<file path="src/mbe_map.svh">
// Register offsets, command bytes and timing counts for the multiplexed EEPROM host controller.
`ifndef MBE_MAP_SVH
`define MBE_MAP_SVH
`define MBE_REG_CTRL      4'h0
`define MBE_REG_ADDR      4'h4
`define MBE_REG_WDATA     4'h8
`define MBE_REG_STATUS    4'hc
`define MBE_CTRL_GO       0
`define MBE_CTRL_READ     1
`define MBE_CTRL_UNLOCK   2
`define MBE_CTRL_POLL     3
`define MBE_CTRL_INHIBIT  4
`define MBE_CTRL_LOCKSEQ  5
`define MBE_STAT_BUSY     0
`define MBE_STAT_TOGGLE   1
`define MBE_STAT_PGFULL   2
`define MBE_PAGE_MAX      6'h20
`define MBE_PAGE_BITS     5
`define MBE_PLANE_BIT     12
`define MBE_TOGGLE_BIT    6
`define MBE_CMD_A1        13'h1555
`define MBE_CMD_A2        13'h0aaa
`define MBE_CMD_D1        8'haa
`define MBE_CMD_D2        8'h55
`define MBE_CMD_D3        8'ha0
`define MBE_CMD_D3LOCK    8'h80
`define MBE_CMD_D5LOCK    8'h20
`define MBE_CLK_MHZ       200
`define MBE_PHASE_NS      160
`define MBE_PHASE_CYC     ((`MBE_PHASE_NS * `MBE_CLK_MHZ + 999) / 1000)
`define MBE_LOAD_US       100
`define MBE_LOAD_CYC      (`MBE_LOAD_US * `MBE_CLK_MHZ)
`endif

</file>
<file path="src/mbe_pkg.sv">
// Types shared by the multiplexed EEPROM host controller.
package mbe_pkg;
   typedef enum logic [5:0]
   {
      ST_IDLE  = 6'h01,
      ST_ADDR  = 6'h02,
      ST_LATCH = 6'h04,
      ST_DATA  = 6'h08,
      ST_END   = 6'h10,
      ST_GAP   = 6'h20
   } mbe_state_t;
endpackage

</file>
<file path="src/mbe_cmd_if.sv">
// Interface carrying byte cycles from the sequencer to the pin engine.
`timescale 1ns/1ps
interface mbe_cmd_if;
   logic        req;
   logic        isRead;
   logic [12:0] addr;
   logic [7:0]  wdata;
   logic        done;
   logic [7:0]  rdata;
   modport master (output req, output isRead, output addr, output wdata, input done, input rdata);
   modport slave  (input req, input isRead, input addr, input wdata, output done, output rdata);
endinterface

</file>
<file path="src/mbe_pin_engine.sv">
// Pin engine that runs one multiplexed bus cycle per request.
`timescale 1ns/1ps
`include "mbe_map.svh"
module mbe_pin_engine #(
   parameter int PHASE = `MBE_PHASE_CYC
)(
   // Clock and reset
   input  wire logic        core_clk,
   input  wire logic        resetn,
   // Byte cycle requests
   mbe_cmd_if.slave         cmd,
   // Device pins
   output logic             addressStrobeN,
   output logic             dataStrobeN,
   output logic             readNotWrite,
   output logic [4:0]       upperAddressLines,
   output logic [7:0]       sharedAddrDataOut,
   output logic             sharedAddrDataOe,
   input  wire logic [7:0]  sharedAddrDataIn
);
   mbe_pkg::mbe_state_t stateFf, nxtState;
   logic [7:0] cntFf;
   logic [7:0] syncAFf, syncBFf;
   logic       doneFf;
   logic [7:0] rdataFf;
   wire        phaseEnd = (cntFf == 8'(PHASE - 1));
   assign cmd.done  = doneFf;
   assign cmd.rdata = rdataFf;

   always_comb
   begin
      nxtState = stateFf;
      case (stateFf)
         mbe_pkg::ST_IDLE:  if (cmd.req) nxtState = mbe_pkg::ST_ADDR;
         mbe_pkg::ST_ADDR:  if (phaseEnd) nxtState = mbe_pkg::ST_LATCH;
         mbe_pkg::ST_LATCH: if (phaseEnd) nxtState = mbe_pkg::ST_DATA;
         mbe_pkg::ST_DATA:  if (phaseEnd) nxtState = mbe_pkg::ST_END;
         mbe_pkg::ST_END:   if (phaseEnd) nxtState = mbe_pkg::ST_GAP;
         mbe_pkg::ST_GAP:   nxtState = mbe_pkg::ST_IDLE;
         default:           nxtState = mbe_pkg::ST_IDLE;
      endcase
   end

   always_ff @(posedge core_clk)
   begin
      syncAFf <= sharedAddrDataIn;
      syncBFf <= syncAFf;
      if (!resetn)
      begin
         stateFf <= mbe_pkg::ST_IDLE;
         cntFf <= 8'h00;
         doneFf <= 1'b0;
         rdataFf <= 8'h00;
         addressStrobeN <= 1'b1;
         dataStrobeN <= 1'b1;
         readNotWrite <= 1'b1;
         upperAddressLines <= 5'h00;
         sharedAddrDataOut <= 8'h00;
         sharedAddrDataOe <= 1'b0;
      end
      else
      begin
         stateFf <= nxtState;
         cntFf <= (nxtState != stateFf) ? 8'h00 : cntFf + 8'h01;
         doneFf <= (stateFf == mbe_pkg::ST_GAP);
         // Address goes out on all thirteen lines while the address strobe is low.
         if (stateFf == mbe_pkg::ST_IDLE && cmd.req)
         begin
            addressStrobeN <= 1'b0;
            upperAddressLines <= cmd.addr[12:8];
            sharedAddrDataOut <= cmd.addr[7:0];
            sharedAddrDataOe <= 1'b1;
            readNotWrite <= cmd.isRead;
         end
         if (stateFf == mbe_pkg::ST_ADDR && phaseEnd)
            addressStrobeN <= 1'b1;
         if (stateFf == mbe_pkg::ST_LATCH && phaseEnd)
         begin
            dataStrobeN <= 1'b0;
            sharedAddrDataOut <= cmd.wdata;
            sharedAddrDataOe <= !cmd.isRead;
         end
         // Read data is sampled just before the strobe rises, long after access time.
         if (stateFf == mbe_pkg::ST_DATA && phaseEnd)
         begin
            dataStrobeN <= 1'b1;
            if (cmd.isRead)
               rdataFf <= syncBFf;
         end
         if (stateFf == mbe_pkg::ST_END && phaseEnd)
         begin
            sharedAddrDataOe <= 1'b0;
            readNotWrite <= 1'b1;
         end
      end
   end
endmodule

</file>
<file path="src/mbe_host_top.sv">
// Host controller for a multiplexed-bus dual-plane EEPROM, with AXI4-Lite registers.
`timescale 1ns/1ps
`include "mbe_map.svh"
module mbe_host_top #(
   parameter int LOAD_CYC = `MBE_LOAD_CYC
)(
   // Clock and reset
   input  wire logic        core_clk,
   input  wire logic        resetn,
   // AXI4-Lite slave
   input  wire logic [3:0]  s_axi_awaddr,
   input  wire logic        s_axi_awvalid,
   output logic             s_axi_awready,
   input  wire logic [31:0] s_axi_wdata,
   input  wire logic [3:0]  s_axi_wstrb,
   input  wire logic        s_axi_wvalid,
   output logic             s_axi_wready,
   output logic [1:0]       s_axi_bresp,
   output logic             s_axi_bvalid,
   input  wire logic        s_axi_bready,
   input  wire logic [3:0]  s_axi_araddr,
   input  wire logic        s_axi_arvalid,
   output logic             s_axi_arready,
   output logic [31:0]      s_axi_rdata,
   output logic [1:0]       s_axi_rresp,
   output logic             s_axi_rvalid,
   input  wire logic        s_axi_rready,
   // Device pins
   output logic             addressStrobeN,
   output logic             dataStrobeN,
   output logic             readNotWrite,
   output logic             chipEnable,
   output logic             writeInhibit,
   output logic [4:0]       upperAddressLines,
   output logic [7:0]       sharedAddrDataOut,
   output logic             sharedAddrDataOe,
   input  wire logic [7:0]  sharedAddrDataIn
);
   mbe_cmd_if cmd ();

   logic [12:0] addrFf;
   logic [7:0]  wdataFf;
   logic        inhibitFf, busyFf, toggledFf, readOpFf, pollFf;
   logic [7:0]  rdataRegFf, lastPollFf;
   logic [2:0]  stepFf, lastStepFf;
   logic [5:0]  pageCntFf;
   logic [31:0] windowFf;
   logic [12:0] pageBaseFf;
   logic        reqFf, lockSeqFf;
   logic        awHeldFf, wHeldFf;
   logic [3:0]  awAddrFf;
   logic [31:0] wDataHeldFf;
   logic        engChipEn;

   // Byte address and data of command step n of the protection sequence.
   function automatic logic [20:0] seqByte(input logic [2:0] n, input logic [12:0] a, input logic [7:0] d);
      case (n)
         3'd0:    seqByte = {`MBE_CMD_A1, `MBE_CMD_D1};
         3'd1:    seqByte = {`MBE_CMD_A2, `MBE_CMD_D2};
         3'd2:    seqByte = {`MBE_CMD_A1, `MBE_CMD_D3LOCK};
         3'd3:    seqByte = {`MBE_CMD_A1, `MBE_CMD_D1};
         3'd4:    seqByte = {`MBE_CMD_A2, `MBE_CMD_D2};
         default: seqByte = {a, d};
      endcase
   endfunction

   // Bus write is taken once both address and data have arrived, in either order.
   wire        awHave  = awHeldFf | s_axi_awvalid;
   wire        wHave   = wHeldFf | s_axi_wvalid;
   wire        wrFire  = awHave && wHave && !s_axi_bvalid;
   wire [3:0]  wrAddr  = awHeldFf ? awAddrFf : s_axi_awaddr;
   wire [31:0] wrData  = wHeldFf ? wDataHeldFf : s_axi_wdata;
   wire        wrCtrl  = wrFire && wrAddr == `MBE_REG_CTRL && s_axi_wstrb[0];
   wire        goNow   = wrCtrl && wrData[`MBE_CTRL_GO] && !busyFf;
   wire        lockSeq = wrData[`MBE_CTRL_LOCKSEQ];
   // Both the unlock and the lock sequence open with the same two command bytes.
   wire [2:0]  firstStep = wrData[`MBE_CTRL_READ] ? 3'd5
                         : (lockSeq || wrData[`MBE_CTRL_UNLOCK]) ? 3'd0 : 3'd5;
   wire [20:0] stepByte = (stepFf == 3'd2 && !lockSeqFf) ? {`MBE_CMD_A1, `MBE_CMD_D3}
                         : (stepFf == 3'd5 && lastStepFf == 3'd5 && lockSeqFf) ? {addrFf, wdataFf}
                         : seqByte(stepFf, addrFf, wdataFf);
   wire        pageHit = (addrFf[12:`MBE_PAGE_BITS] == pageBaseFf[12:`MBE_PAGE_BITS]);
   wire        windowOpen = (windowFf != 32'h0);
   wire        arFire  = s_axi_arvalid && s_axi_arready;
   wire [7:0]  statusByte = {5'h00, (pageCntFf == `MBE_PAGE_MAX), toggledFf, busyFf};
   wire [31:0] rdMux = (s_axi_araddr == `MBE_REG_CTRL)   ? {26'h0, lockSeqFf, inhibitFf, pollFf, 3'h0}
                     : (s_axi_araddr == `MBE_REG_ADDR)   ? {19'h0, addrFf}
                     : (s_axi_araddr == `MBE_REG_WDATA)  ? {24'h0, rdataRegFf}
                     : (s_axi_araddr == `MBE_REG_STATUS) ? {24'h0, statusByte} : 32'h0;
   wire        unmapped = !(s_axi_araddr == `MBE_REG_CTRL || s_axi_araddr == `MBE_REG_ADDR
                         || s_axi_araddr == `MBE_REG_WDATA || s_axi_araddr == `MBE_REG_STATUS);

   assign cmd.req    = reqFf;
   assign cmd.isRead = readOpFf;
   assign cmd.addr   = readOpFf ? addrFf : stepByte[20:8];
   assign cmd.wdata  = stepByte[7:0];
   // Chip enable is raised while a request or operation is pending, across a whole command sequence, so the part idles in standby between operations.
   assign engChipEn  = reqFf | busyFf;

   mbe_pin_engine u_engine (
      .core_clk          (core_clk),
      .resetn            (resetn),
      .cmd               (cmd),
      .addressStrobeN    (addressStrobeN),
      .dataStrobeN       (dataStrobeN),
      .readNotWrite      (readNotWrite),
      .upperAddressLines (upperAddressLines),
      .sharedAddrDataOut (sharedAddrDataOut),
      .sharedAddrDataOe  (sharedAddrDataOe),
      .sharedAddrDataIn  (sharedAddrDataIn)
   );

   // Next handshake state, so that every ready leaves the block from a flop with no lost cycle.
   wire        nxtAwHeld = (s_axi_awvalid && s_axi_awready) ? !wrFire : (awHeldFf && !wrFire);
   wire        nxtWHeld  = (s_axi_wvalid && s_axi_wready) ? !wrFire : (wHeldFf && !wrFire);
   wire        nxtBvalid = wrFire || (s_axi_bvalid && !s_axi_bready);
   wire        nxtRvalid = arFire || (s_axi_rvalid && !s_axi_rready);

   always_ff @(posedge core_clk)
   begin
      if (!resetn)
      begin
         awHeldFf <= 1'b0;
         wHeldFf <= 1'b0;
         awAddrFf <= 4'h0;
         wDataHeldFf <= 32'h0;
         s_axi_bvalid <= 1'b0;
         s_axi_rvalid <= 1'b0;
         s_axi_rdata <= 32'h0;
         s_axi_rresp <= 2'h0;
         s_axi_bresp <= 2'h0;
         s_axi_awready <= 1'b1;
         s_axi_wready <= 1'b1;
         s_axi_arready <= 1'b1;
      end
      else
      begin
         awHeldFf <= nxtAwHeld;
         wHeldFf <= nxtWHeld;
         s_axi_bvalid <= nxtBvalid;
         s_axi_rvalid <= nxtRvalid;
         s_axi_awready <= !nxtAwHeld && !nxtBvalid;
         s_axi_wready <= !nxtWHeld && !nxtBvalid;
         s_axi_arready <= !nxtRvalid;
         if (s_axi_awvalid && s_axi_awready)
            awAddrFf <= s_axi_awaddr;
         if (s_axi_wvalid && s_axi_wready)
            wDataHeldFf <= s_axi_wdata;
         if (arFire)
         begin
            s_axi_rdata <= rdMux;
            s_axi_rresp <= unmapped ? 2'h2 : 2'h0;
         end
      end
   end

   always_ff @(posedge core_clk)
   begin
      if (!resetn)
      begin
         addrFf <= 13'h0000;
         wdataFf <= 8'h00;
         inhibitFf <= 1'b1;
         busyFf <= 1'b0;
         toggledFf <= 1'b0;
         readOpFf <= 1'b0;
         pollFf <= 1'b0;
         rdataRegFf <= 8'h00;
         lastPollFf <= 8'h00;
         stepFf <= 3'd5;
         lastStepFf <= 3'd5;
         pageCntFf <= 6'h00;
         windowFf <= 32'h0;
         pageBaseFf <= 13'h0000;
         reqFf <= 1'b0;
         lockSeqFf <= 1'b0;
         chipEnable <= 1'b0;
         writeInhibit <= 1'b1;
      end
      else
      begin
         chipEnable <= engChipEn;
         writeInhibit <= inhibitFf;
         if (windowOpen)
            windowFf <= windowFf - 32'h1;
         if (!windowOpen)
            pageCntFf <= 6'h00;
         if (wrFire && wrAddr == `MBE_REG_ADDR)
            addrFf <= wrData[12:0];
         if (wrFire && wrAddr == `MBE_REG_WDATA)
            wdataFf <= wrData[7:0];
         if (wrCtrl)
         begin
            // Raising inhibit during a page load aborts it inside the device.
            inhibitFf <= wrData[`MBE_CTRL_INHIBIT];
            pollFf <= wrData[`MBE_CTRL_POLL];
            if (wrData[`MBE_CTRL_INHIBIT])
               windowFf <= 32'h0;
         end
         // Writes that would break the page or overflow it are refused at the host.
         if (goNow && (wrData[`MBE_CTRL_READ] || (pageCntFf != `MBE_PAGE_MAX
             && (!windowOpen || pageHit))))
         begin
            busyFf <= 1'b1;
            reqFf <= 1'b1;
            readOpFf <= wrData[`MBE_CTRL_READ];
            stepFf <= firstStep;
            lockSeqFf <= lockSeq;
            lastStepFf <= 3'd5;
            if (!wrData[`MBE_CTRL_READ] && !windowOpen)
               pageBaseFf <= addrFf;
         end
         else if (reqFf)
            reqFf <= 1'b0;
         if (cmd.done && busyFf)
         begin
            if (readOpFf)
            begin
               rdataRegFf <= cmd.rdata;
               if (pollFf)
                  lastPollFf <= cmd.rdata;
               // Toggle flag compares bit six with the previous polled read, whatever its address or plane.
               toggledFf <= pollFf && (cmd.rdata[`MBE_TOGGLE_BIT] != lastPollFf[`MBE_TOGGLE_BIT]);
               busyFf <= 1'b0;
            end
            else
            begin
               windowFf <= 32'(LOAD_CYC);
               if (stepFf == 3'd5)
               begin
                  pageCntFf <= pageCntFf + 6'h01;
                  busyFf <= 1'b0;
               end
               else
               begin
                  lastStepFf <= stepFf;
                  // The unlock sequence ends after its third byte and goes straight to the data.
                  stepFf <= (stepFf == 3'd2 && !lockSeqFf) ? 3'd5 : stepFf + 3'd1;
                  reqFf <= 1'b1;
               end
            end
         end
      end
   end
endmodule

</file>
<file path="config.mk">
export PLATFORM = sky130hd
export DESIGN_NAME = mbe_host_top
export DESIGN_NICKNAME = d
export VERILOG_FILES = /design/src/mbe_pkg.sv /design/src/mbe_cmd_if.sv /design/src/mbe_pin_engine.sv /design/src/mbe_host_top.sv
export VERILOG_INCLUDE_DIRS = /design/src
export SDC_FILE = /design/constraint.sdc
export NUM_CORES = 1
export LEC_CHECK = 0
export ABC_AREA = 1
export BUFFER_PORTS_ARGS = -buffer_cell sky130_fd_sc_hd__clkbuf_2
export CORE_ASPECT_RATIO = 1.5
export CORE_MARGIN = 3
export CORE_UTILIZATION = 40
export DETAILED_ROUTE_END_ITERATION = 8
export HOLD_SLACK_MARGIN = 0.02
export PLACE_DENSITY_LB_ADDON = 0.08
export SYNTH_ARGS = -nofsm -noshare
export SYNTH_HDL_FRONTEND = slang
export SYNTH_SLANG_ARGS = --single-unit
</file>
<file path="constraint.sdc">
create_clock -name core_clk -period 2.1 [get_ports core_clk]
set_input_delay 0.21 -clock core_clk [delete_from_list [all_inputs] [get_ports core_clk]]
set_output_delay 0.21 -clock core_clk [all_outputs]
set_load 0.02 [all_outputs]
</file>
* Yosys cells after proc, flatten, opt, wreduce, memory -nomap -nowiden
Index checks and enable logic that the tools add are counted.
** Storage, ports and cells
- Input port bits :: 59
- Output and inout port bits :: 60
- Word-level logic and storage cells :: 189
- Flip-flop bits (word level) :: 216
** Operators by class
- Bitwise gates (word level) :: 4
- Eq/ne operators :: 23
- Multiplexer cells :: 51
- Reductions and logical operators :: 66
- Add/subtract/negate cells :: 4
** Operator list (count)
- $mux W32 :: 5
- $pmux W21 S3 :: 1
- $mux W6 :: 9
- $mux W13 :: 4
- $mux W21 :: 2
- $mux W3 :: 12
- $reduce_bool A32 Y1 :: 1
- $sub A32 B1 Y32 const B :: 1
- $logic_and A1 B1 Y1 :: 30
- $pmux W6 S5 :: 1
- $mux W8 :: 3
- $logic_not A1 Y1 :: 13
- $eq A4 B4 Y1 const B :: 3
- $eq A6 B6 Y1 const B :: 2
- $mux W1 :: 12
- $reduce_or A2 Y1 :: 6
- $eq A3 B3 Y1 const B :: 3
- $add A8 B1 Y8 const B :: 1
- $eq A4 B3 Y1 const B :: 2
- $eq A8 B5 Y1 const B :: 1
- $eq A8 B8 Y1 :: 1
- $logic_not A4 Y1 :: 2
- $logic_or A1 B1 Y1 :: 8
- $add A6 B1 Y6 const B :: 1
- 19 further kinds :: 24

* Longest topological paths before layout
Gate-level depths: netlist (run 1).
- Depth after elaboration :: 12
- Gate-level depth with buffers :: 15
- Depth with buffers taken out :: 14

* By module
A second synthesis (run 1) with hierarchy kept.
** Second synthesis, totals
- Cells, all modules :: 1198
- Area total of the unflattened synthesis :: 8564.5 um^2
** Modules (own cells, without submodules)
- mbe_host_top :: instances 1, area an instance 6526.3 um^2, seq. area each 2582.5 um^2, cells each 945
- mbe_pin_engine :: instances 1, area an instance 2038.2 um^2, seq. area each 1121.1 um^2, cells each 253

* Worst setup path before layout (run 1)
Ideal clock, no wire load.
- Path kind :: flip-flop to flip-flop
- Start :: register stepFf[0]
- End :: register u_engine.sharedAddrDataOut[1]
- Path slack :: 0.352 ns
- Setup time :: 0.120 ns
- Arrival :: 1.628 ns
- Cell stages (with the launch flop) :: 11
- Path through :: dfxtp_1 > inv_1 > ha_1 > o21ai_0 > o21ai_1 > nand2_1 > inv_1 > nand2_1 > inv_1 > o211ai_1 > a21oi_1
** Between the ends
- Word-level cells in the longest chain between the ends :: 8
** Ends and longest elaborated chain
- from (decl) :: RTL line mbe_host_top.sv:45 : logic [2:0] stepFf, lastStepFf;
- from (signal assigned) :: RTL line mbe_host_top.sv:207 : stepFf <= firstStep;
- from (signal assigned) :: RTL line mbe_host_top.sv:238 : stepFf <= (stepFf == 3'd2 && !lockSeqFf) ? 3'd5 : stepFf + 3'd1;
- $eq A3 B3 Y1 (tied with other cells) :: RTL line mbe_host_top.sv:57 : case (n)
- $reduce_or A2 Y1 (no line) / $logic_and A1 B1 Y1 (equally long branches)
- $pmux W21 S3 / $logic_and A1 B1 Y1 (equally long branches) :: RTL line mbe_host_top.sv:57, mbe_host_top.sv:80
- $mux W21 :: RTL line mbe_host_top.sv:80 : : (stepFf == 3'd5 && lastStepFf == 3'd5 && lockSeqFf) ? {addrFf, wdataFf}
- $mux W21 (*) :: RTL line mbe_host_top.sv:79 : wire [20:0] stepByte = (stepFf == 3'd2 && !lockSeqFf) ? {`MBE_CMD_A1, `MBE_CMD_D3}
- $mux W13 :: RTL line mbe_host_top.sv:95 : assign cmd.addr = readOpFf ? addrFf : stepByte[20:8];
- $mux W8 :: RTL line mbe_pin_engine.sv:67 : if (stateFf == mbe_pkg::ST_IDLE && cmd.req)
- $mux W8 (*) :: RTL line mbe_pin_engine.sv:77 : if (stateFf == mbe_pkg::ST_LATCH && phaseEnd)
- to (signal assigned) :: RTL line mbe_pin_engine.sv:71 : sharedAddrDataOut <= cmd.addr[7:0];
- to (signal assigned) :: RTL line mbe_pin_engine.sv:80 : sharedAddrDataOut <= cmd.wdata;
- to (decl) :: RTL line mbe_pin_engine.sv:17 : output logic [7:0] sharedAddrDataOut,
Every way passes the cells marked *; elsewhere a longest branch is shown, timed or not. The select of a mux whose other input is x is not followed.
A chain may end at the register's enable or synchronous reset.

* Worst setup path in the final report (run 1)
- Start :: register windowFf[26]
- End :: register windowFf[25]
** Between the ends
- Word-level cells in the longest chain between the ends :: 6
** Ends and longest elaborated chain
- from (decl) :: RTL line mbe_host_top.sv:47 : logic [31:0] windowFf;
- from (signal assigned) :: RTL line mbe_host_top.sv:185 : windowFf <= windowFf - 32'h1;
- from (signal assigned) :: RTL line mbe_host_top.sv:228 : windowFf <= 32'(LOAD_CYC);
- $reduce_bool A32 Y1 (*) :: RTL line mbe_host_top.sv:83 : wire windowOpen = (windowFf != 32'h0);
- $mux W32 (*) :: RTL line mbe_host_top.sv:184 : if (windowOpen)
- $mux W32 :: RTL line mbe_host_top.sv:197 : if (wrData[`MBE_CTRL_INHIBIT])
- $mux W32 (*) :: RTL line mbe_host_top.sv:192 : if (wrCtrl)
- $mux W32 :: RTL line mbe_host_top.sv:217 : if (readOpFf)
- $mux W32 (*) :: RTL line mbe_host_top.sv:215 : if (cmd.done && busyFf)
Every way passes the cells marked *; elsewhere a longest branch is shown, timed or not.

==> results of run 1 <==
==> critical path: stages, from the launching register on <==
cell     delay, ns
dfxtp_1       0.36
nor2_1        0.25
nand2_1       0.13
nor3_1        0.30
nand4_1       0.30
nand3_1       0.21
inv_1         0.08
nand2_1       0.06
nand2_1       0.04
inv_1         0.04
nor2_1        0.03
==> power breakdown <==
| group | switching [mW] | leakage (nW) | total (mW) | internal, mW |
|---|---|---|---|---|
| Sequential | 0.333 | 1.51 | 4.20 | 3.87 |
| Clock | 1.44 | 0.266 | 3.02 | 1.58 |
| Combinational | 2.68 | 2.62 | 4.21 | 1.53 |
==> what timing repair did <==
action,in CTS,in global routing
setup endpoints to repair,0,43
setup buffers,0,2
endpoints found under the hold margin,17,0
gates resized for setup,0,6
hold buffers,17,0
==> worst paths after layout <==
path                            slack, ns                      endpoint  cells after the start
worst max-delay path                 0.18       windowFf[25]$_SDFF_PN0_                     10
worst min-delay path                 0.03  wDataHeldFf[10]$_SDFFE_PN0P_                      3
worst max register to register       0.18       windowFf[25]$_SDFF_PN0_                     10
worst min register to register       0.33   u_engine.syncBFf[6]$_DFF_P_                      0
==> synthesized netlist by cell type (2+ instances only) <==
cell      count  area (um2)
inv_2        13       48.80
nand3_1      53       265.3
o21bai_1      3       22.52
a31oi_1       4       25.02
inv_1       126       473.0
nor4_1        2       12.51
nand2_4       3       33.78
or2_2         7       43.79
o211ai_1     10       75.07
xor2_1       13       113.9
a21oi_1     108       540.5
nor2_1      143       536.8
nand2_2      13       81.33
clkbuf_1     25       93.84
nand2_1     189       709.4
a211oi_1      5       37.54
nor2_4        5       56.30
buf_4        26       195.2
ha_1         10       125.1
nand4_1      21       131.4
a221oi_1      2       17.52
buf_1         2       7.510
nor2_2       11       68.82
nor3_1       30       150.1
dfxtp_1     185        3704
nand3b_1      2       15.01
xnor2_1      12       105.1
o21ai_1       5       25.02
o22ai_1       4       25.02
a31o_2        2       17.52
o21ai_0     111       555.5
==> cell type report <==
| type | instances | area share, % |
|---|---|---|
| timing repair buffer | 136 | 8.963 |
| multi-input combinational | 797 | 39.61 |
| inverter | 140 | 5.325 |
| clock buffer | 19 | 4.557 |
| tap | 264 | 3.323 |
| clock inverter | 12 | 0.9189 |
| sequential | 185 | 37.30 |
==> logic make-up after synthesis <==
kind of cell	Yosys count
flops	185
other cells	1
fa+ha+maj	10
simple gates	482
xor+xnor	25
buf+inv	195
compound gates	258
==> metrics by stage <==
stage	std cells	total power, mW	cell area (um2)	setup WS (ns)
finish	1553	11.44	9940	0.1759
global route	1553	12.23	9940	0.008553
CTS	1551	11.53	9913	0.1224
detailed placement	1503	8.471	9199	0.1427
global placement	1503	8.461	9199	0.1642
floorplan	1177	7.178	8476	0.3517
==> registers in the layout, summed over array words and instances (netlist names), 13 cells and up <==
register / flops
s_axi_rdata: 13
addrFf: 13
windowFf: 32
wDataHeldFf: 13
==> metal layers <==
layer | vias up | GRT usage [%]
met3 | 45 | 3.343
met2 | 123 | 36.85
li1 | 3976 | -
met4 | 0 | 9.609
met1 | 3437 | 21.78
met5 | - | 0
==> results_dict.tcl, run 1 <==
set metrics [dict create \
    start_kind "register" \
    grt_usage_pct 19.82 \
    critPathKind "reg -> reg" \
    netlist_area_um2 8397 \
    fin_crit_ns 1.924 \
    die-height_um 183.5 \
    drt_pass1_iterations 5 \
    grt_pass1_wl_um 36200 \
    cp.required_ns 2.44 \
    cts_made_buffers 17 \
    fin_worst_skew_ns 0.01171 \
    synth_seq_cells 185 \
    cts_root_buf "clkbuf_16" \
    ys_async_sr_fraction_pct 0 \
    hold_ws_ns 0.03198 \
    rsz0062_at_grt "false" \
    gp_congestion 0.9033 \
    synth_top_family_by_area "simple AND/OR/NAND/NOR gates" \
    hold_viol 0 \
    synthMuxAreaShare_pct 0 \
    via_per_inst 4.882 \
    drv_slew 0 \
    num_rows 64 \
    synthXorXnorAreaFrac_pct 2.608 \
    hold_start "s_axi_wdata[10]" \
    clock.fmax_mhz 519.7 \
    final_net_count 1346 \
    ir_drop_uv 564.6 \
    power_density_nw_per_um2 1151 \
    grt_max_degree 36 \
    layout-drive-gt1-share_pct 16.45 \
    area_growth_syn_to_layout_pct 18.37 \
    register_area_um2 3707 \
    tns_ns 0 \
    timing.critical_path.arrival_ns 2.26 \
    synth-adder-area-share_pct 1.490 \
    worst-slew-pin-transition_ns 0.6100 \
    dp_hpwl_um 17100 \
    wl_met2_um 11910 \
    route.met3.wl_um 655 \
    drt-total-wl_um 22500 \
    overflow 0 \
    cts_max_path_buffers 2 \
    final_util_pct 48.49 \
    ys_types 42 \
    critical_path.endpoint_type "register" \
    grt_pass1_vias 7233 \
    clk_pin_slew_worst_paths_ns 0.08 \
    regToRegStartpoint "windowFf[26]$_SDFF_PN0_" \
    finalCritPeriodShare_pct 91.63 \
    syn_inst 1156 \
    vias 7581 \
    crit_path_max_fanout 4 \
    htree_levels 4 \
    startpoint "windowFf[26]$_SDFF_PN0_" \
    hold_class "in -> reg" \
    routedLengthMet1_um 9074 \
    syn_avg_cell_area_um2 7.264 \
    dieWidth_um 124.3 \
    p_leak_nw 4.399 \
    maxSlewHeadroom_pct 59.29 \
    routedWlPerCell_um 14.49 \
    clock_latency_ns 0.44 \
    setup_viol 0 \
    synth-simple-area-share_pct 25.39 \
    most-common-layout-cells "nand2_1 (188), dfxtp_1 (182), nor2_1 (142)" \
    core_um2 20500 \
    synth-main-ff-cell "dfxtp_1" \
    drt_iter0_markers 415 \
    antenna_found_initial 0 \
    top_layer "met4" \
    ant_nets 0 \
    status "complete, no violations" \
    port_buffers 74 \
    io_pins 119 \
    initial_core_util_pct 40.96 \
    synth_compound_area_share_pct 16.36 \
    mostFrequentLayoutCell "nand2_1" \
    numClockSinks 185 \
    cts_tree "built" \
    synth_edf_count 0 \
    diodes 0 \
    ys_warn_count 0 \
    drc 0 \
    dieArea_um2 22800 \
    cap_violations 0 \
    fillers 2127 \
    ys_seq_area_share_pct 44.11 \
    multi_input_area_um2 3938 \
]
(Power assumes the default switching activity.)
==> run 2: changes to the inputs <==
Settings changed: CELL_PAD_IN_SITES_DETAIL_PLACEMENT from default to 0, CELL_PAD_IN_SITES_GLOBAL_PLACEMENT from default to 1.
==> run 2 against run 1 <==
Compared with the run above: maximum frequency about the same; combinational power barely moved; flip-flop and latch count is the same; die area unchanged; worst hold slack improved by 0.020 ns; register-to-register slack about the same; worst setup slack better by 0.0013 ns; critical endpoint is now u_engine.sharedAddrDataOut[6]$_SDFFE_PN0P_; largest cell class unchanged.
==> results_dict.tcl, run 2 (synthesis gave the netlist of run 1 again) <==
set metrics [dict create \
    finalCritPeriodShare_pct 91.56 \
    clkPwrFrac_pct 27.2 \
    dieArea_um2 22800 \
    area_growth_syn_to_layout_pct 19.55 \
    port_buffers 74 \
    maxSlewHeadroom_pct 61.58 \
    core_um2 20500 \
    gp_congestion 0.8890 \
    layout-drive-gt1-share_pct 16.55 \
    clk_pin_slew_worst_paths_ns 0.07 \
    cts_tree "built" \
    path_depth 9 \
    cts_root_buf "clkbuf_16" \
    antenna_found_initial 0 \
    cp.required_ns 2.46 \
    min_delay_path_depth 3 \
    final_net_count 1349 \
    grt_max_degree 71 \
    drv_slew 0 \
    cap_violations 0 \
    grt_usage_pct 20.67 \
    status "complete, no violations" \
    switching_share_pct 38.26 \
    cp_cell_sequence "ha_1, nand3_1, nor2_1, nand2_2, nor2_4, nand2_1, nor2_2, o21ai_0, a31oi_1" \
    seqPwrFrac_pct 36.2 \
    crit_path_max_fanout 7 \
    timing.critical_path.arrival_ns 2.28 \
    tns_ns 0 \
    vias 7573 \
    drt_pass1_iterations 6 \
    drt_iter0_markers 348 \
    power_switching_mw 4.438 \
    critPathSlowestCell "dfxtp_1" \
    fin_worst_skew_ns 0.006184 \
    power_mw 11.60 \
    via_per_inst 4.864 \
    cp_slowest_stage_delay_ns 0.36 \
    worstHoldEndpoint "awAddrFf[3]$_SDFFE_PN0P_" \
    hold_viol 0 \
    num_rows 64 \
    setup_viol 0 \
    diodes 0 \
    numClockSinks 185 \
    critical_path.endpoint_type "register" \
    crit_buf_inv 0 \
    fin_crit_ns 1.923 \
    path_delay_family "simple AND/OR/NAND/NOR gates" \
    overflow 0 \
    start_kind "register" \
    cts_made_buffers 17 \
    drt-total-wl_um 23420 \
    initial_core_util_pct 40.96 \
    most-common-layout-cells "nand2_1 (187), dfxtp_1 (183), nor2_1 (142)" \
    r2r-end "u_engine.sharedAddrDataOut[6]$_SDFFE_PN0P_" \
    largest_reg_flops 32 \
    power_density_nw_per_um2 1155 \
    r2r_cells 9 \
    internal_power_mw 7.161 \
    rrSetupSlack_ns 0.18 \
    htree_levels 4 \
    p_leak_nw 4.430 \
    routedWlPerCell_um 15.04 \
    grt_pass1_wl_um 37560 \
    rsz0062_at_grt "false" \
    worst-slew-pin-transition_ns 0.5757 \
    dieWidth_um 124.3 \
    regMostFlops "windowFf" \
    dp_hpwl_um 17730 \
    mostFrequentLayoutCell "nand2_1" \
    power_frac_comb_pct 36.6 \
    grt_pass1_vias 7342 \
    regToRegStartpoint "u_engine.cntFf[0]$_SDFF_PP0_" \
    ant_nets 0 \
    hold_class "in -> reg" \
    clock_latency_ns 0.44 \
    ir_drop_uv 575.3 \
    cts_max_path_buffers 2 \
    io_pins 119 \
    die-height_um 183.5 \
    clock.fmax_mhz 520.1 \
    hold_start "s_axi_awaddr[3]" \
    drc 0 \
    critPathKind "reg -> reg" \
]
run 2: changes by cell type in the layout (fill, tap and decap cells not counted), sizes merged:
cell	change
dlygate4sd3	+1
clkbuf	+4
clkinv	-2
bufinv	+1
inv	-3
clkinvlp	+1
buf	+2
run 2: timing repair:
| action | CTS | global route |
|---|---|---|
| setup endpoints to repair | 0 | 21 |
| buffers inserted | 0 | 3 |
| resized for setup | 0 | 7 |
| hold buffers | 18 | 0 |
| hold endpoints to repair | 18 | 0 |
run 2: per-layer routing:
layer	GRT usage, %	share of wire, %	up-vias
met5	0	0	-
met3	3.663	2.9	39
met4	8.951	3.5	0
met1	22.47	40	3431
li1	-	-	3977
met2	39.10	54	126
run 2: tightest hold or removal path, delay by kind of cell:
family,cells,cell delay [ns]
compound gates,1,0.08
buf+inv,1,0.09
simple gates,1,0.07
run 2: worst max path at each step:
stage	to	startpoint
5_1_grt	u_engine.sharedAddrDataOut[6]$_SDFFE_PN0P_	u_engine.cntFf[0]$_SDFF_PP0_
6_report	u_engine.sharedAddrDataOut[6]$_SDFFE_PN0P_	u_engine.cntFf[0]$_SDFF_PP0_
3_3_place_gp	u_engine.upperAddressLines[4]$_SDFFE_PN0P_	stepFf[1]$_SDFF_PN0_
3_5_place_dp	u_engine.upperAddressLines[4]$_SDFFE_PN0P_	stepFf[1]$_SDFF_PN0_
4_1_cts	u_engine.upperAddressLines[4]$_SDFFE_PN0P_	stepFf[1]$_SDFF_PN0_
2_1_floorplan	u_engine.sharedAddrDataOut[1]$_SDFFE_PN0P_	stepFf[0]$_SDFF_PN1_
run 2: power groups by stage:
stage / Clock, mW / Combinational, mW / Sequential (mW)
2_1_floorplan: 0 / 2.97 / 4.21
3_3_place_gp: 0 / 4.23 / 4.27
3_5_place_dp: 0 / 4.23 / 4.27
4_1_cts: 3.24 / 4.28 / 4.20
5_1_grt: 3.39 / 4.82 / 4.25
6_report: 3.16 / 4.24 / 4.20
run 2: layout make-up:
type	count	area (um2)
clock buffer	23	488.0
clock inverter	9	88.84
fill	2188	10460
inverter	140	526.8
multi-input combinational	797	3945
sequential	185	3706
tap	264	330.3
timing repair buffer	139	953.4
run 2: per-stage QoR:
| stage | utilization, % | cell area (um2) | cells | setup slack [ns] | hold WS, ns |
|---|---|---|---|---|---|
| after floorplan | - | 8476 | 1177 | 0.3517 | 0.2377 |
| after global placement | 45.09 | 9244 | 1504 | 0.07130 | 0.3101 |
| after detailed placement | 45.09 | 9244 | 1504 | 0.06473 | 0.3132 |
| after CTS | 48.79 | 10000 | 1554 | 0.06671 | 0.03927 |
| after global routing | 48.97 | 10040 | 1557 | 0.01995 | 0.07055 |
| final | 48.97 | 10040 | 1557 | 0.1772 | 0.05234 |
==> run 3: changes to the inputs <==
Settings changed: CORE_ASPECT_RATIO 1.5 to default.
==> run 3 against run 2 <==
Compared with the run above: design area shrank 0.12%; worst hold slack better by 0.014 ns; final cell count hardly changed; critical path depth increased by 4; core utilization up 0.11 points; count of clock-buffer cells in the layout shrank 5.
==> results_dict.tcl, run 3 (synthesis gave the netlist of run 1 again) <==
set metrics [dict create \
    cap_violations 0 \
    crit_path_max_fanout 6 \
    clk_pin_slew_worst_paths_ns 0.07 \
    regToRegStartpoint "stepFf[1]$_SDFF_PN0_" \
    power_density_nw_per_um2 1165 \
    clock.fmax_mhz 532.7 \
    switching_share_pct 39.01 \
    most-common-layout-cells "nand2_1 (188), dfxtp_1 (183), nor2_1 (141)" \
    clkPwrFrac_pct 28.7 \
    power_switching_mw 4.556 \
    fin_worst_skew_ns 0.01297 \
    grt_pass1_wl_um 36250 \
    dpl_cell_area_um2 9181 \
    fillers 2140 \
    ant_nets 0 \
    core_um2 20430 \
    worst-slew-pin-transition_ns 0.5148 \
    numClockSinks 185 \
    r2r_cells 13 \
    initial_core_util_pct 41.10 \
    layout-drive-gt1-share_pct 16.30 \
    antenna_found_initial 0 \
    internal_power_mw 7.122 \
    cts_root_buf "clkbuf_16" \
    overflow 0 \
    startpoint "stepFf[1]$_SDFF_PN0_" \
    die-height_um 150.9 \
    seqPwrFrac_pct 36.0 \
    drc 0 \
    ir_drop_uv 495.5 \
    hold_class "in -> reg" \
    drt-total-wl_um 22520 \
    fin_crit_ns 1.877 \
    power_frac_comb_pct 35.4 \
    num_rows 52 \
    area_growth_syn_to_layout_pct 19.40 \
    stdcell_area_um2 10030 \
    start_kind "register" \
    htree_levels 4 \
    diodes 0 \
    critPathKind "reg -> reg" \
    port_buffers 74 \
    setup_viol 0 \
    final_net_count 1344 \
    status "complete, no violations" \
    final_util_pct 49.08 \
    timing.critical_path.arrival_ns 2.21 \
    finalWorstSetupSlack_ns 0.2228 \
    clock_latency_ns 0.44 \
    finalCritPeriodShare_pct 89.39 \
    cts_max_path_buffers 2 \
    drt_iter0_markers 453 \
    cp.required_ns 2.43 \
    cts_tree "built" \
    mostFrequentLayoutCell "nand2_1" \
    grt_pass1_vias 6973 \
    via_per_inst 4.867 \
    rrSetupSlack_ns 0.22 \
    regMostFlops "windowFf" \
    dieWidth_um 150.9 \
    maxSlewHeadroom_pct 65.64 \
    routedWlPerCell_um 14.46 \
    crit_end "u_engine.sharedAddrDataOut[7]$_SDFFE_PN0P_" \
    grt_usage_pct 20.12 \
    dp_worst_setup_slack_ns 0.1251 \
    drv_slew 0 \
    power_mw 11.68 \
    critical_path.endpoint_type "register" \
    largest_reg_flops 32 \
    hold_viol 0 \
    vias 7583 \
    dp_hpwl_um 16790 \
    gp_congestion 0.8523 \
    drt_pass1_iterations 5 \
    p_leak_nw 4.428 \
    cts_made_buffers 17 \
    r2r-end "u_engine.sharedAddrDataOut[7]$_SDFFE_PN0P_" \
    grt_max_degree 80 \
    dieArea_um2 22770 \
    io_pins 119 \
    tns_ns 0 \
]
==> run 3: changes by cell type in the layout (fill, tap and decap cells not counted), moves of 2 or more <==
cell        before  now
inv_6            1    5
clkinv_8         0    3
clkinvlp_4       3    0
inv_8            0    4
clkinv_2         3    1
clkbuf_1         2    0
buf_4           43   39
clkbuf_8         4    1
buf_12           4    2
==> run 3: critical path, stage by stage (launching register included) <==
cell and delay, ns:
dfxtp_2 0.38, inv_1 0.07, ha_1 0.22, nand2_1 0.10, inv_1 0.06, nand4_1 0.09, nand2_1 0.11, nor2_1 0.25
o21ai_1 0.11, buf_4 0.17, nand2_1 0.07, nand3_1 0.06, nand2_1 0.05, inv_1 0.04
==> run 3: metrics by stage <==
step,instances,hold WS [ns]
floorplan,1177,0.2377
global placement,1504,0.3098
detailed placement,1504,0.3121
CTS,1554,0.04649
global route,1558,0.09500
finish,1558,0.06634
==> run 3: cell type report <==
cell class / count / area [um2] / area share, %
Multi-Input combinational cell: 797 / 3945 / 39.35
Sequential cell: 185 / 3706 / 36.96
Timing Repair Buffer: 134 / 894.6 / 8.923
Inverter: 140 / 526.8 / 5.254
Clock buffer: 18 / 439.2 / 4.380
Tap cell: 270 / 337.8 / 3.370
Clock inverter: 14 / 176.4 / 1.760
==> run 3: power by group through the flow <==
stage | clock network [mW] | logic [mW] | registers (mW)
floorplan | 0 | 2.97 | 4.21
CTS | 3.44 | 4.15 | 4.20
global placement | 0 | 4.09 | 4.27
finish | 3.35 | 4.13 | 4.20
detailed placement | 0 | 4.10 | 4.27
global route | 3.58 | 4.73 | 4.25
==> run 3: what timing repair did <==
item                                    in CTS  in global routing
hold endpoints to repair                    18                  0
buffers inserted                             0                  4
endpoints found under the setup margin       0                 23
hold buffers                                18                  0
gates resized for setup                      0                  7
==> run 3: worst min path at each step <==
stage                                        endpoint                   startpoint  cells past startpoint
after floorplan           u_engine.syncAFf[0]$_DFF_P_          sharedAddrDataIn[0]                      0
after global placement    u_engine.syncBFf[0]$_DFF_P_  u_engine.syncAFf[0]$_DFF_P_                      0
after detailed placement  u_engine.syncBFf[5]$_DFF_P_  u_engine.syncAFf[5]$_DFF_P_                      0
after CTS                    awAddrFf[3]$_SDFFE_PN0P_              s_axi_awaddr[3]                      3
after global routing         awAddrFf[1]$_SDFFE_PN0P_              s_axi_awaddr[1]                      3
final                        awAddrFf[3]$_SDFFE_PN0P_              s_axi_awaddr[3]                      3
==> run 3: per-layer routing <==
metal	global-route usage (%)	vias up	share of wire [%]
met3	2.992	14	3.2
met4	5.168	0	1.0
met1	28.24	3470	49
li1	-	3968	-
met2	32.53	131	47
met5	0	-	0
